<file path="src/logic/wdsup_params.svh">
// Purpose: Constants of the watchdog supervisor: codes, offsets, timing.
// Assumes: Included by bare name from design files under logic/.
// Notes:   Definitions only; no logic here.
`ifndef WDSUP_PARAMS_SVH
`define WDSUP_PARAMS_SVH

`define WDSUP_ADDR_CTRL        7'h00
`define WDSUP_ADDR_MODE        7'h01
`define WDSUP_ADDR_STATUS      7'h05
`define WDSUP_ADDR_NVCFG       7'h74

`define WDSUP_WM_AUTO          3'h1
`define WDSUP_WM_TIMEOUT       3'h2
`define WDSUP_WM_WINDOW        3'h4

`define WDSUP_OP_SLEEP         3'h1
`define WDSUP_OP_STANDBY       3'h4
`define WDSUP_OP_NORMAL        3'h7

`define WDSUP_PH_OFF           2'h0
`define WDSUP_PH_FIRST         2'h1
`define WDSUP_PH_SECOND        2'h2

`define WDSUP_NWP_DEFAULT      4'h4
`define WDSUP_NV_PRESET        8'h08
`define WDSUP_RSS_ILLEGAL_WMC  5'h10
`define WDSUP_RSS_EARLY        5'h0E
`define WDSUP_RSS_OVERFLOW     5'h0F

`define WDSUP_TICK_US          1000
`define WDSUP_CLK_MHZ          100
`define WDSUP_TICK_CYC         (`WDSUP_TICK_US * `WDSUP_CLK_MHZ)

`endif

</file>
<file path="src/logic/wdsup_pkg.sv">
// Purpose: Types of the watchdog supervisor.
// Assumes: Nothing beyond the params header.
// Notes:   Effective behaviour enumeration shared by both modules.
`default_nettype none
package wdsup_pkg;
    typedef enum logic [1:0] {
        WDSUP_EFF_OFF     = 2'h0,
        WDSUP_EFF_TIMEOUT = 2'h1,
        WDSUP_EFF_WINDOW  = 2'h3
    } wdsup_eff_t;
endpackage
`default_nettype wire

</file>
<file path="src/logic/wdsup_sync.sv">
// Purpose: Three-stage synchroniser with agreement filter for a pin input.
// Assumes: Input asynchronous to sys_clk_i.
// Notes:   The first stage feeds only the second stage.
`default_nettype none
module wdsup_sync (
    input  wire logic sys_clk_i,
    input  wire logic rst_i,
    input  wire logic async_i,
    input  wire logic init_i,
    output logic      level_o
);
    import wdsup_pkg::*;

    typedef struct packed {
        logic s1;
        logic s2;
        logic s3;
        logic lvl;
    } wdsup_sync_st_t;

    wdsup_sync_st_t cur_ff;
    wdsup_sync_st_t nxt_cur;

    // Shift the pin and accept a new level once stages two and three agree.
    always_comb begin
        nxt_cur    = cur_ff;
        nxt_cur.s1 = async_i ^ init_i;
        nxt_cur.s2 = cur_ff.s1;
        nxt_cur.s3 = cur_ff.s2;
        if (cur_ff.s2 == cur_ff.s3) begin
            nxt_cur.lvl = cur_ff.s3;
        end
    end

    // Stages hold the pin relative to its idle level, so a zero reset means idle, no false edge.
    always_ff @(posedge sys_clk_i or posedge rst_i) begin
        if (rst_i) begin
            cur_ff <= '0;
        end else begin
            cur_ff <= nxt_cur;
        end
    end

    // Restore the true pin polarity.
    assign level_o = cur_ff.lvl ^ init_i;
endmodule
`default_nettype wire

</file>
<file path="src/logic/wdsup_top.sv">
// Purpose: Watchdog supervisor of a system basis chip: mode resolution, timing, status.
// Assumes: Register writes arrive as decoded one-cycle strobes from the serial slave.
// Notes:   Period ticks are 1 ms enables from a divider on sys_clk_i.
// Function
// - Invalid mode or period code aborts write.
// - Valid codes differ in at least two bits.
// - Forced normal keeps watchdog disabled.
// - Window only with Window code in Normal.
// - Timeout code runs in Normal/Standby/Sleep.
// - Window code falls back to timeout.
// - Autonomous: timeout Normal, Standby with pin low.
// - Development mode resets to Autonomous code.
// - Development plus Autonomous keeps watchdog off.
// - Window from Standby activates in Normal.
// - Window overflow or early trigger resets.
// - Late window trigger restarts the timer.
// - Timeout trigger anytime restarts timer.
// - Timeout overflow sets interrupt flag.
// - Overflow with pending flag resets system.
// - Overflow in Sleep raises wake-up.
// - Two-bit phase status off/first/second.
// - Status bits show forced/development active.
// - Nonvolatile enables preset forced on, development off.
// - Start-up threshold code copies to selection.
// - Sleep-support bit gates Sleep availability.
// - Valid control write restarts timer immediately.
// - Eight periods 8..4096 ms, default 128.
// - Mode change in Normal resets with code.
// - Accepted control write sets phase to first half, off if disabled.
`include "wdsup_params.svh"
`default_nettype none
module wdsup_top #(
    parameter int unsigned TICK_CYC = `WDSUP_TICK_CYC
) (
    input  wire logic       sys_clk_i,
    input  wire logic       rst_i,
    input  wire logic       wr_stb_i,
    input  wire logic [6:0] wr_addr_i,
    input  wire logic [7:0] wr_data_i,
    input  wire logic       nv_wr_unlock_i,
    input  wire logic [2:0] op_mode_i,
    input  wire logic       first_irq_pin_n_i,
    input  wire logic       wd_irq_clear_i,
    input  wire logic       spi_fail_irq_en_i,
    output logic [7:0]      watchdog_state_report_o,
    output logic [7:0]      nonvolatile_chip_config_o,
    output logic [7:0]      wd_ctrl_o,
    output logic            wd_overflow_irq_o,
    output logic            spi_fail_irq_o,
    output logic            sys_reset_o,
    output logic [4:0]      reset_source_code_o,
    output logic            wake_o,
    output logic [1:0]      main_reg_uv_threshold_o,
    output logic            sleep_support_disable_o
);
    import wdsup_pkg::*;

    typedef struct packed {
        logic [2:0]  wd_mode_select;
        logic [3:0]  wd_period_select;
        logic [7:0]  nvcfg;
        logic [1:0]  phase;
        logic [12:0] ms;
        logic [16:0] div;
        logic        irq;
        logic        spi_fail;
        logic        rst_req;
        logic [4:0]  reset_source_code;
        logic        wake;
        logic [1:0]  uv_sel;
        logic        started;
    } wdsup_st_t;

    wdsup_st_t  cur_ff;
    wdsup_st_t  nxt_cur;
    logic       pin_n;
    wdsup_eff_t eff;

    // Returns the period in ms for a valid code, zero for an illegal code.
    function automatic logic [12:0] period_ms(input logic [3:0] c);
        unique case (c)
            4'h8:    period_ms = 13'h0008;
            4'h1:    period_ms = 13'h0010;
            4'h2:    period_ms = 13'h0020;
            4'hB:    period_ms = 13'h0040;
            4'h4:    period_ms = 13'h0080;
            4'hD:    period_ms = 13'h0100;
            4'hE:    period_ms = 13'h0400;
            4'h7:    period_ms = 13'h1000;
            default: period_ms = 13'h0000;
        endcase
    endfunction

    // True when the mode code is one of the three defined codes.
    function automatic logic mode_ok(input logic [2:0] m);
        mode_ok = (m == `WDSUP_WM_AUTO) || (m == `WDSUP_WM_TIMEOUT) ||
                  (m == `WDSUP_WM_WINDOW);
    endfunction

    // Pin idles high, so the synchroniser starts from its reset level then follows.
    wdsup_sync u_pin_sync (
        .sys_clk_i (sys_clk_i),
        .rst_i     (rst_i),
        .async_i   (first_irq_pin_n_i),
        .init_i    (1'b1),
        .level_o   (pin_n)
    );

    logic forced_normal_operation;
    logic sw_development_operation;
    assign forced_normal_operation = cur_ff.nvcfg[3];
    assign sw_development_operation = cur_ff.nvcfg[2];

    // Resolve the effective watchdog behaviour from code, chip mode and settings.
    always_comb begin
        eff = WDSUP_EFF_OFF;
        if (forced_normal_operation) begin
            eff = WDSUP_EFF_OFF;
        end else if (op_mode_i == `WDSUP_OP_NORMAL) begin
            if (cur_ff.wd_mode_select == `WDSUP_WM_WINDOW) eff = WDSUP_EFF_WINDOW;
            else if (cur_ff.wd_mode_select == `WDSUP_WM_TIMEOUT) eff = WDSUP_EFF_TIMEOUT;
            else if (!sw_development_operation) eff = WDSUP_EFF_TIMEOUT;
        end else if (op_mode_i == `WDSUP_OP_STANDBY || op_mode_i == `WDSUP_OP_SLEEP) begin
            if (cur_ff.wd_mode_select != `WDSUP_WM_AUTO) eff = WDSUP_EFF_TIMEOUT;
            else if (!sw_development_operation && op_mode_i == `WDSUP_OP_STANDBY && !pin_n)
                eff = WDSUP_EFF_TIMEOUT;
        end
    end

    logic [12:0] per;
    logic [12:0] half;
    logic        tick;
    logic        is_ctrl;
    logic        ok_wr;
    logic        trig_ok;
    assign per  = period_ms(cur_ff.wd_period_select);
    assign half = per >> 1;
    assign tick = (cur_ff.div == 17'(TICK_CYC - 1));
    assign is_ctrl = wr_stb_i && (wr_addr_i == `WDSUP_ADDR_CTRL);
    assign ok_wr = mode_ok(wr_data_i[7:5]) && (period_ms(wr_data_i[3:0]) != 13'h0000);
    // A valid write that neither changes the mode in Normal nor comes early restarts the timer.
    assign trig_ok = is_ctrl && ok_wr &&
                     !(op_mode_i == `WDSUP_OP_NORMAL && wr_data_i[7:5] != cur_ff.wd_mode_select) &&
                     !(eff == WDSUP_EFF_WINDOW && cur_ff.phase == `WDSUP_PH_FIRST);

    // Next-state logic for configuration, timer, flags and resets.
    always_comb begin
        nxt_cur         = cur_ff;
        nxt_cur.rst_req = 1'b0;
        nxt_cur.wake    = 1'b0;
        nxt_cur.spi_fail = 1'b0;
        nxt_cur.div     = tick ? 17'h0 : cur_ff.div + 17'h1;
        if (!cur_ff.started) begin
            nxt_cur.started = 1'b1;
            nxt_cur.uv_sel  = cur_ff.nvcfg[5:4];
        end
        // Timer advance and phase tracking; a trigger in the end cycle still counts in time.
        if (eff == WDSUP_EFF_OFF) begin
            nxt_cur.ms    = 13'h0;
            nxt_cur.phase = `WDSUP_PH_OFF;
        end else if (!trig_ok) begin
            if (cur_ff.phase == `WDSUP_PH_OFF) nxt_cur.phase = `WDSUP_PH_FIRST;
            if (tick) nxt_cur.ms = cur_ff.ms + 13'h1;
            if (tick && (cur_ff.ms + 13'h1) >= half) nxt_cur.phase = `WDSUP_PH_SECOND;
            if (tick && (cur_ff.ms + 13'h1) >= per) begin
                nxt_cur.ms    = 13'h0;
                nxt_cur.phase = `WDSUP_PH_FIRST;
                if (op_mode_i == `WDSUP_OP_SLEEP) nxt_cur.wake = 1'b1;
                if (eff == WDSUP_EFF_WINDOW) begin
                    nxt_cur.rst_req = 1'b1;
                    nxt_cur.reset_source_code     = `WDSUP_RSS_OVERFLOW;
                end else if (cur_ff.irq) begin
                    nxt_cur.rst_req = 1'b1;
                    nxt_cur.reset_source_code     = `WDSUP_RSS_OVERFLOW;
                end else begin
                    nxt_cur.irq = 1'b1;
                end
            end
        end
        // Flag clear loses against a set in the same cycle.
        if (wd_irq_clear_i && !(nxt_cur.irq && !cur_ff.irq)) nxt_cur.irq = 1'b0;
        // Control register write acts as trigger.
        if (is_ctrl) begin
            if (!ok_wr) begin
                nxt_cur.spi_fail = spi_fail_irq_en_i;
            end else if (op_mode_i == `WDSUP_OP_NORMAL &&
                         wr_data_i[7:5] != cur_ff.wd_mode_select) begin
                nxt_cur.rst_req = 1'b1;
                nxt_cur.reset_source_code     = `WDSUP_RSS_ILLEGAL_WMC;
            end else if (eff == WDSUP_EFF_WINDOW && cur_ff.phase == `WDSUP_PH_FIRST) begin
                nxt_cur.rst_req = 1'b1;
                nxt_cur.reset_source_code     = `WDSUP_RSS_EARLY;
            end else begin
                nxt_cur.wd_mode_select   = wr_data_i[7:5];
                nxt_cur.wd_period_select = wr_data_i[3:0];
                nxt_cur.ms               = 13'h0;
                nxt_cur.div              = 17'h0;
                nxt_cur.phase            = (eff == WDSUP_EFF_OFF) ? `WDSUP_PH_OFF : `WDSUP_PH_FIRST;
            end
        end
        if (wr_stb_i && wr_addr_i == `WDSUP_ADDR_NVCFG && nv_wr_unlock_i) begin
            nxt_cur.nvcfg = {2'b00, wr_data_i[5:0]};
        end
        if (nxt_cur.rst_req) begin
            nxt_cur.wd_mode_select   = sw_development_operation ? `WDSUP_WM_AUTO : `WDSUP_WM_TIMEOUT;
            nxt_cur.wd_period_select = `WDSUP_NWP_DEFAULT;
            nxt_cur.ms               = 13'h0;
            nxt_cur.phase            = `WDSUP_PH_OFF;
            nxt_cur.started          = 1'b0;
        end
    end

    // State register; the nonvolatile image restores its factory preset on reset.
    always_ff @(posedge sys_clk_i or posedge rst_i) begin
        if (rst_i) begin
            cur_ff                  <= '0;
            cur_ff.wd_mode_select   <= `WDSUP_WM_TIMEOUT;
            cur_ff.wd_period_select <= `WDSUP_NWP_DEFAULT;
            cur_ff.nvcfg            <= `WDSUP_NV_PRESET;
        end else begin
            cur_ff <= nxt_cur;
        end
    end

    // Outputs straight from the state register.
    // phase status field
    assign watchdog_state_report_o   = {4'h0, forced_normal_operation, sw_development_operation, cur_ff.phase};
    assign nonvolatile_chip_config_o = cur_ff.nvcfg;
    assign wd_ctrl_o               = {cur_ff.wd_mode_select, 1'b0, cur_ff.wd_period_select};
    assign wd_overflow_irq_o       = cur_ff.irq;
    assign spi_fail_irq_o          = cur_ff.spi_fail;
    assign sys_reset_o             = cur_ff.rst_req;
    assign reset_source_code_o     = cur_ff.reset_source_code;
    assign wake_o                  = cur_ff.wake;
    assign main_reg_uv_threshold_o = cur_ff.uv_sel;
    assign sleep_support_disable_o = cur_ff.nvcfg[0];

    // Window code only gives window behaviour in Normal.
    chk_window_normal: assert property (@(posedge sys_clk_i) disable iff (rst_i)
        (eff == WDSUP_EFF_WINDOW) |-> (op_mode_i == `WDSUP_OP_NORMAL && !forced_normal_operation))
        else $error("window outside normal");
    // Forced normal leaves the phase off one cycle later.
    chk_forced_off: assert property (@(posedge sys_clk_i) disable iff (rst_i)
        (forced_normal_operation && $stable(cur_ff.nvcfg)) |=> (cur_ff.phase == `WDSUP_PH_OFF))
        else $error("watchdog runs in forced normal");
    // Illegal writes never change the stored codes.
    chk_bad_code: assert property (@(posedge sys_clk_i) disable iff (rst_i)
        (is_ctrl && !ok_wr && !cur_ff.rst_req && !wd_irq_clear_i)
        |=> $stable(wd_ctrl_o))
        else $error("invalid code stored");
    // A mode change in Normal forces reset with the illegal-access code.
    chk_mode_normal: assert property (@(posedge sys_clk_i) disable iff (rst_i)
        (is_ctrl && ok_wr && op_mode_i == `WDSUP_OP_NORMAL &&
         wr_data_i[7:5] != cur_ff.wd_mode_select)
        |=> (sys_reset_o && reset_source_code_o == `WDSUP_RSS_ILLEGAL_WMC))
        else $error("mode change in normal not reset");
    // Early window trigger resets with the early code.
    chk_early_trig: assert property (@(posedge sys_clk_i) disable iff (rst_i)
        (is_ctrl && ok_wr && eff == WDSUP_EFF_WINDOW && cur_ff.phase == `WDSUP_PH_FIRST &&
         wr_data_i[7:5] == cur_ff.wd_mode_select)
        |=> (sys_reset_o && reset_source_code_o == `WDSUP_RSS_EARLY))
        else $error("early trigger not reset");
    // An accepted trigger restarts at the first half.
    chk_trig_restart: assert property (@(posedge sys_clk_i) disable iff (rst_i)
        (is_ctrl && ok_wr && op_mode_i != `WDSUP_OP_NORMAL && eff != WDSUP_EFF_OFF)
        |=> (cur_ff.ms == 13'h0 && cur_ff.phase == `WDSUP_PH_FIRST))
        else $error("trigger did not restart");
    // Second overflow with a pending flag resets the system.
    chk_second_ovf: assert property (@(posedge sys_clk_i) disable iff (rst_i)
        (eff == WDSUP_EFF_TIMEOUT && cur_ff.irq && !wd_irq_clear_i && tick &&
         cur_ff.ms + 13'h1 >= per && !is_ctrl) |=> sys_reset_o)
        else $error("pending overflow not reset");
    // Development with autonomous code never runs.
    chk_dev_auto: assert property (@(posedge sys_clk_i) disable iff (rst_i)
        (sw_development_operation && cur_ff.wd_mode_select == `WDSUP_WM_AUTO) |-> (eff == WDSUP_EFF_OFF))
        else $error("watchdog runs in development");
endmodule
`default_nettype wire

</file>
<file path="config.mk">
export PLATFORM = sky130hd
export DESIGN_NAME = wdsup_top
export DESIGN_NICKNAME = d
export VERILOG_FILES = /design/src/logic/wdsup_pkg.sv /design/src/logic/wdsup_sync.sv /design/src/logic/wdsup_top.sv
export VERILOG_INCLUDE_DIRS = /design/src /design/src/logic
export SDC_FILE = /design/constraint.sdc
export NUM_CORES = 1
export LEC_CHECK = 0
export BUFFER_PORTS_ARGS = -buffer_cell sky130_fd_sc_hd__buf_2
export CORE_MARGIN = 2
export CORE_UTILIZATION = 45
export DETAILED_ROUTE_END_ITERATION = 6
export GPL_TIMING_DRIVEN = 0
export PLACE_DENSITY = 0.7
export SLEW_MARGIN = 20
export SYNTH_ARGS = -nofsm -noshare
export SYNTH_HDL_FRONTEND = slang
export SYNTH_SLANG_ARGS = --single-unit
</file>
<file path="constraint.sdc">
create_clock -name sys_clk_i -period 6.6 [get_ports sys_clk_i]
set_input_delay 1.32 -clock sys_clk_i [delete_from_list [all_inputs] [get_ports sys_clk_i]]
set_output_delay 1.32 -clock sys_clk_i [all_outputs]
set_load 0.01 [all_outputs]
</file>
After elaboration in Yosys (flattened, before gate mapping)

Memory sizes are Yosys's and may differ from the RTL's.
Cells that the tools add are included.
Widths: inputs -> output; s select.

Register bits after elaboration: 61
Memory bits (read-only): 256
Bits of input ports: 25
Output and inout port bits: 36
Word-level logic and storage cells: 115
Memories kept: 2

Memory list:

| memory           | words | width | rd ports | clocked after memory_dff | write ports | RTL line        | RTL |
|---|---|---|---|---|---|---|---|
| (name not given) | 16    | 8     | 1        | 0                        | 0           | wdsup_top.sv:81 | `unique case (c)` |
| (name not given) | 16    | 8     | 1        | 0                        | 0           | wdsup_top.sv:81 |  |

$add $sub $neg: 2
$lt $le $gt $ge: 2
Equality and inequality tests: 17
Mux-type cells: 44
Bitwise logic cells: 1
Reduce and logical (&&, ||, !) cells: 30

Operators with widths:

| cell                  | count |
|---|---|
| $mux 32               | 4 |
| $mux 7                | 9 |
| $mux 15               | 4 |
| $mux 6                | 5 |
| $add 17x1->17 const B | 1 |
| $eq 17x17->1 const B  | 1 |
| $mux 17               | 1 |
| $logic_and 1x1->1     | 15 |
| $mux 1                | 14 |
| $add 13x1->13 const B | 1 |
| $ge 13x12->1          | 1 |
| $ge 13x13->1          | 1 |
| $mux 13               | 1 |
| $reduce_bool 13->1    | 1 |
| $eq 3x3->1 const B    | 4 |
| $mux 2                | 6 |
| $eq 7x7->1 const B    | 1 |
| $logic_not 7->1       | 1 |
| $eq 3x1->1 const B    | 2 |
| $eq 3x2->1 const B    | 2 |
| $logic_not 1->1       | 5 |
| $logic_not 2->1       | 2 |
| $ne 2x2->1 const B    | 2 |
| $reduce_and 4->1      | 1 |
| other kinds (8)       | 11 |

Logic depth before layout (Yosys ltp)

Gate-level depths: netlist (run 1).

Word-level depth: 20
Gate-level depth with buffers: 13

Cells and area by module

Synthesis (run 1) repeated with hierarchy kept, for this count alone.

Cell total of the unflattened synthesis: 392
Area total of the unflattened synthesis: 3,878.7 µm²

By module, submodules not included:

| module     | times used | cells each | area each (µm²) | seq. area each (µm²) |
|---|---|---|---|---|
| wdsup_top  | 1          | 384        | 3,746.1         | 1,430.1 |
| wdsup_sync | 1          | 8          | 132.6           | 100.1 |

Least setup slack after synthesis (run 1)

Ideal clock, no wire load.

Kind: reg-to-reg
Start point: register cur_ff, in the netlist wd_ctrl_o[2]
End point: register cur_ff, in the netlist wd_ctrl_o[0]
Library setup time: 0.071 ns
Arrival time: 3.241 ns
Data required time: 6.529 ns
Slack: 3.288 ns
Cell stages (with the launch flop): 12
Path buffers: 2
Period minus slack after synthesis: 3.312 ns
Cell sequence: dfstp_2 clkbuf_1 or4b_2 ha_1 and3_1 o21ai_0 a32oi_1 a2111oi_0 o221a_4 or3_1 buf_6 a32o_1

Word-level cells in the longest chain between the ends: 12
Elaborated cells on any way between the ends: 16
Classes of those cells: order compare: 1; eq/ne: 2; mux: 8; reduce/logical: 4; memory: 1

RTL lines:

| item                                                                    | RTL line         | RTL |
|---|---|---|
| start: declaration                                                      | wdsup_top.sv:74  | `wdsup_st_t cur_ff;` |
| start signal: assignment                                                | wdsup_top.sv:221 | `cur_ff <= nxt_cur;` |
| $mem_v2 16x8 *                                                          | -                |  |
| $ge 13x13->1 *                                                          | wdsup_top.sv:165 | `if (tick && (cur_ff.ms + 13'h1) >= per) begin` |
| $logic_and 1x1->1 *                                                     | wdsup_top.sv:165 |  |
| $mux 7 *                                                                | wdsup_top.sv:165 |  |
| $mux 7 *                                                                | wdsup_top.sv:161 | `end else if (!trig_ok) begin` |
| $mux 7 *                                                                | wdsup_top.sv:158 | `if (eff == WDSUP_EFF_OFF) begin` |
| $mux 6                                                                  | wdsup_top.sv:190 | `` end else if (eff == WDSUP_EFF_WINDOW && cur_ff.phase == `WDSUP_PH_FIRST) begin `` |
| $mux 6                                                                  | wdsup_top.sv:186 | `` end else if (op_mode_i == `WDSUP_OP_NORMAL && `` |
| $mux 6                                                                  | wdsup_top.sv:184 | `if (!ok_wr) begin` |
| $mux 7 *                                                                | wdsup_top.sv:183 | `if (is_ctrl) begin` |
| $ne 2x2->1 (no source line) / $reduce_bool 2->1 (equally long branches) | -                |  |
| $reduce_and 4->1 (no source line)                                       | -                |  |

Every way passes the cells marked *; elsewhere a longest branch is shown, timed or not.
A chain may end at the register's enable or synchronous reset.

==> impl_metrics.yaml, run 1 <==
sta:
  rsz0062_at_grt: "false"
  setup_viol: 0
  tightest_slew_ns: 0.878
  finalHoldViolCount: 0
  max-slew-margin-rel: 0.410
  skew_ns: 0.0101
  drv_slew: 0
  period_share: 0.591
  fin_setup_tns_ns: 0
  fin_crit_ns: 3.90
  max_clock_freq_ghz: 0.256
place:
  io_buffers: 53
  hpwl_um: 6040
  place.gp.congestion: 0.827
final_layout:
  fin_nets: 514
  drive_gt1_frac: 0.264
  area_growth_pct: 17.1
  diodes: 0
detailed_routing:
  wl_per_cell_um: 13.8
  final_antenna_net_count: 0
  drt_iter0_markers: 107
  via_per_inst: 5.21
  dr.pass1.iters: 4
  wirelength_um: 8010
  drcViolationCount: 0
  vias: 3034
clocking:
  clock_latency_ns: 0.35
  cts_setup_buffers: 0
  cts-buffers-inserted: 9
  cts_tree: "yes"
  clk_path_buf_depth: 2
  cts_resized: 0
  clock-root-buffer: "clkbuf_8"
  path_clk_slew_ns: 0.07
  hold_buffers: 0
  cts.sinks: 61
  ctsHtreeMaxLevel: 3
global_route:
  grt_pass1_wl_um: 13600
  antenna_found_initial: 0
  grt_max_degree: 52
  grt_usage: 0.190
  grt_pass1_vias: 3019
  grt.overflow.total: 0
synth:
  postSynth.asyncResetShare: 1.00
  synth.avg_cell_area_um2: 9.54
  ys.flop_type: "dfrtp_1"
  syn_area_um2: 3820
  synth_edf_count: 0
  yosysWarnings: 0
  synth_seq_cells: 61
  synth_cells: 401
  synth_cell_types: 65
  synth-seq-area-share: 0.400
worst_setup_path:
  cp_top_family: "compound AO/OA/AOI/OAI gates"
  cpMostUsedCell: "clkbuf_1"
  reg2reg_slack_ns: 2.70
  critical-path-slowest-cell: "a2111oi_0"
  worstPathRequired_ns: 6.87
  crit_type: "reg -> reg"
  end_kind: "flop"
  max_stage_delay_ns: 0.66
  cp.buffers_inverters: 2
  worstPathCellList: "clkbuf_1 > or4b_2 > ha_1 > and3_1 > o21ai_0 > a32oi_1 > a2111oi_0 > o221a_4 > nand2_1 > clkbuf_1 > nor2_1"
  worstPathArrival_ns: 4.17
  crit_fanout: 10
  start_kind: "flop"
die:
  core_um2: 8220
  die_width_um: 96.2
  rows: 33
  ios: 61
  die_area_um2: 9250
  fp.dieH_um: 96.2
  start_util: 0.466
pwr:
  power_uw: 893
  power_density_nw_per_um2: 199
  peakVddDrop_v: 0.0000923
  p_leak_uw: 0.00214
min_path:
  hold_path_class: "reg -> reg"
status:
  status: "finished clean"
run:
  cap_violations: 0
[cells by family after synthesis]
group                    share of synthesized area
AND/OR/NAND/NOR                              0.217
flip-flops                                   0.400
buffers and inverters                       0.0909
AO/OA/AOI/OAI                                0.104
XOR/XNOR                                     0.103
adder cells (fa/ha/maj)                     0.0582
multiplexers                                0.0262
other                                     0.000980
[worst paths after layout]
check | startpoint | to | depth (start not counted)
worst max-delay path | wd_ctrl_o[2]$_DFFE_PP1P_ | cur_ff[40]$_DFF_PP0_ | 11
worst min-delay path | u_pin_sync.cur_ff[3]$_DFF_PP0_ | u_pin_sync.cur_ff[2]$_DFF_PP0_ | 0
worst max register to register | wd_ctrl_o[2]$_DFFE_PP1P_ | cur_ff[40]$_DFF_PP0_ | 11
worst min register to register | u_pin_sync.cur_ff[3]$_DFF_PP0_ | u_pin_sync.cur_ff[2]$_DFF_PP0_ | 0
max in group asynchronous | rst_i | wd_ctrl_o[2]$_DFFE_PP1P_ | 3
min in group asynchronous | rst_i | u_pin_sync.cur_ff[3]$_DFF_PP0_ | 2
[registers in the layout, summed over array words and instances (netlist names), 2 cells and up]
register	flops
nonvolatile_chip_config_o	6
u_pin_sync.cur_ff	4
reset_source_code_o	5
watchdog_state_report_o	2
cur_ff	31
main_reg_uv_threshold_o	2
wd_ctrl_o	7
[cells in the mapped netlist (2+ instances only)]
cell type | number | area, um2
dfrtp_1 | 58 | 1450
nor2_1 | 51 | 191
buf_4 | 31 | 233
nand2_1 | 25 | 93.8
xnor2_1 | 24 | 210
xor2_1 | 21 | 184
ha_1 | 17 | 213
nand3_1 | 16 | 80.1
inv_1 | 12 | 45.0
a21oi_1 | 10 | 50.1
clkbuf_1 | 10 | 37.5
nand4_1 | 9 | 56.3
o21ai_0 | 9 | 45.0
mux2_2 | 8 | 90.1
and3_1 | 7 | 43.8
nor3_1 | 6 | 30.0
and2_1 | 5 | 31.3
nand4b_1 | 5 | 43.8
a32o_1 | 4 | 40.0
or3_1 | 4 | 25.0
a211oi_1 | 3 | 22.5
dfstp_2 | 3 | 78.8
nand2b_1 | 3 | 18.8
nand3b_1 | 3 | 22.5
nor2b_1 | 3 | 18.8
o211ai_1 | 3 | 22.5
or4b_2 | 3 | 30.0
a31oi_1 | 2 | 12.5
and4b_1 | 2 | 20.0
buf_2 | 2 | 10.0
buf_6 | 2 | 22.5
nor4_1 | 2 | 12.5
nor4b_1 | 2 | 17.5
o21a_1 | 2 | 15.0
o22ai_1 | 2 | 12.5
o41ai_1 | 2 | 17.5
or4_1 | 2 | 15.0
[cell type report]
class | count | area [um2]
Buffer | 45 | 303
Timing Repair Buffer | 54 | 293
Tap cell | 105 | 131
Sequential cell | 61 | 1530
Inverter | 12 | 47.5
Clock inverter | 7 | 75.1
Clock buffer | 9 | 124
Multi-Input combinational cell | 289 | 1970
Fill cell | 753 | 3740
[power by group]
group	leakage, uW	switching [uW]	internal [uW]
Sequential	0.000806	30.4	402
Combinational	0.00123	63.9	62.5
Clock	0.000104	158	176
[per-stage QoR]
step / cell area [um2] / utilization / hold slack [ns] / cells / worst slack [ns]
detailed placement: 4270 / 0.520 / 0.337 / 566 / 2.63
global route: 4480 / 0.545 / 0.361 / 582 / 2.38
global placement: 4240 / 0.517 / 0.335 / 565 / 2.69
floorplan: 3850 / - / 0.331 / 407 / 3.29
CTS: 4470 / 0.544 / 0.354 / 582 / 2.70
finish: 4480 / 0.545 / 0.351 / 582 / 2.70
[placed cells by master, fill, tap and decap left out, drive strengths merged, types with 4 or more instances in the layout]
| cell | n |
|---|---|
| nand4 | 9 |
| inv | 13 |
| a21oi | 10 |
| clkinv | 5 |
| dfrtp | 58 |
| or4b | 5 |
| o211ai | 4 |
| a32o | 4 |
| conb | 7 |
| ha | 17 |
| nand4b | 5 |
| and3 | 7 |
| xor2 | 21 |
| nor3 | 7 |
| nand2 | 25 |
| buf | 89 |
| and2 | 5 |
| o21ai | 10 |
| nand3 | 17 |
| nor2 | 51 |
| or3 | 4 |
| clkbuf | 19 |
| mux2 | 8 |
| xnor2 | 24 |
[metal layers]
layer	share of wire	GRT usage	wire length (um)	vias to the layer above
li1	-	-	-	1510
met1	0.46	0.244	3660	1437
met2	0.47	0.308	3780	74
met3	0.056	0.0454	447	13
met4	0.016	0.0762	126	0
met5	0	0	0	-
(Power assumes the default switching activity.)
==> run 2: changes to the inputs <==
Settings changed: PLACE_DENSITY 0.7 to 0.72.
Clock period 6.6 ns to 3.3 ns, I/O delays scaled along.
==> impl_metrics.yaml, run 2 (synthesis results as in run 1) <==
status:
  status: "finished clean"
die:
  die_area_um2: 9250
  rows: 33
  fp.dieH_um: 96.2
  die_width_um: 96.2
  start_util: 0.466
  ios: 61
  core_um2: 8220
clocking:
  ctsHtreeMaxLevel: 3
  clk_path_buf_depth: 2
  cts.sinks: 61
  path_clk_slew_ns: 0.08
  cts-buffers-inserted: 9
  cts_tree: "yes"
  clock_latency_ns: 0.35
  clock-root-buffer: "clkbuf_8"
worst_setup_path:
  worstPathArrival_ns: 3.52
  start_kind: "flop"
  worstPathRequired_ns: 3.53
  r2r_start: "cur_ff[29]$_DFF_PP0_"
  end_kind: "flop"
  r2r-end: "wd_ctrl_o[7]$_DFFE_PP0P_"
  crit_fanout: 10
  crit_type: "reg -> reg"
  reg2reg_slack_ns: 0.007
  rr_worst_depth: 13
final_layout:
  final_cell_mix: "buf_2 (55), dfrtp_1 (53), nor2_1 (49)"
  fin_nets: 520
  drive_gt1_frac: 0.333
  fillCellCount: 733
  regMostFlops: "cur_ff"
  area_growth_pct: 22.7
  stdcell_count: 588
  diodes: 0
  layout_commonest_cell: "buf_2"
  largest_reg_flops: 31
sta:
  setup_slack_ns: 0.00726
  period_share: 0.998
  fin_crit_ns: 3.29
  skew_ns: 0.0106
  fin_setup_tns_ns: 0
  finalHoldViolCount: 0
  holdWs_ns: 0.176
  drv_slew: 0
  max-slew-margin-rel: 0.406
  max_clock_freq_ghz: 0.304
  tightest_slew_ns: 0.885
  setup_viol: 0
detailed_routing:
  vias: 3172
  wirelength_um: 8540
  final_antenna_net_count: 0
  via_per_inst: 5.39
  wl_per_cell_um: 14.5
  drcViolationCount: 0
  drt_iter0_markers: 133
  dr.pass1.iters: 4
place:
  dp_slack_ns: -0.452
  io_buffers: 53
  hpwl_um: 6000
  place.gp.congestion: 0.823
  place_inst: 566
pwr:
  intPower_uw: 1290
  power_uw: 1800
  seqPwrFrac: 0.482
  power_density_nw_per_um2: 385
  p_sw_uw: 515
  p_sw_frac: 0.286
  p_leak_uw: 0.00219
  peakVddDrop_v: 0.000211
  pwr-share-clk: 0.369
  comb_power_share: 0.150
global_route:
  grt_pass1_vias: 2937
  grt_pass1_wl_um: 13500
  grt_usage: 0.189
  grt_max_degree: 58
  antenna_found_initial: 0
  grt.overflow.total: 0
min_path:
  hold_path_class: "in -> async"
run:
  cap_violations: 0
-- run 2: changes by cell type in the layout (fill, tap and decap cells not counted), sizes merged --
cell      delta
clkinvlp     +4
clkinv       -4
buf         +11
clkbuf       -5
-- run 2: final cells by class --
class	count	area, um2	area share
flip-flops and latches	61	1540	0.327
multi-input cells	289	2120	0.452
inverters	12	47.5	0.0101
clock inverters	7	73.8	0.0157
plain buffers	41	292	0.0621
clock buffers	9	124	0.0264
repair buffers	64	368	0.0784
well taps	105	131	0.0280
-- run 2: worst max path at each step --
stage                                    end  depth (start not counted)                     start  slack [ns]
floorplan           wd_ctrl_o[0]$_DFFE_PP0P_                         11  wd_ctrl_o[2]$_DFFE_PP1P_        0.05
global placement        cur_ff[36]$_DFF_PP0_                         11  wd_ctrl_o[2]$_DFFE_PP1P_       -0.41
detailed placement      cur_ff[37]$_DFF_PP0_                         11  wd_ctrl_o[2]$_DFFE_PP1P_       -0.45
CTS                 wd_ctrl_o[7]$_DFFE_PP0P_                         10  wd_ctrl_o[2]$_DFFE_PP1P_       0.003
global route        wd_ctrl_o[3]$_DFFE_PP0P_                         13      cur_ff[29]$_DFF_PP0_       -0.11
finish              wd_ctrl_o[7]$_DFFE_PP0P_                         13      cur_ff[29]$_DFF_PP0_       0.007
-- run 2: timing repair --
| item | in CTS | in global routing |
|---|---|---|
| gates cloned | 0 | 0 |
| buffers inserted | 4 | 6 |
| hold buffers | 0 | 0 |
| pin swaps | 1 | 6 |
| endpoints found under the setup margin | 31 | 30 |
| resized for setup | 16 | 18 |
-- run 2: power groups by stage --
stage,combinational [uW],clock [uW],sequential (uW)
floorplan,189,0,863
global placement,240,0,877
detailed placement,257,0,879
CTS,267,677,869
global route,303,714,881
finish,270,666,869
-- run 2: worst max-delay path, cell delays in order, from the launching register on --
cell and delay [ns]:
dfrtp_2 0.43, and2_4 0.17, nand4_1 0.21, nor2_2 0.26
xor2_2 0.15, ha_4 0.30, and3_4 0.20, nand3_2 0.09
a32oi_2 0.24, a2111oi_4 0.09, o221a_4 0.28, or3_4 0.35
buf_6 0.15, a32o_1 0.25
-- run 2: layer usage --
layer / global-route usage / part of all wire
met3: 0.0337 / 0.061
met5: 0 / 0
met2: 0.326 / 0.50
met1: 0.230 / 0.42
met4: 0.0810 / 0.022
-- run 2: through the flow --
stage	cell area [um2]	utilization
floorplan	3850	-
global placement	4250	0.517
detailed placement	4280	0.520
CTS	4560	0.554
global route	4690	0.571
finish	4690	0.571
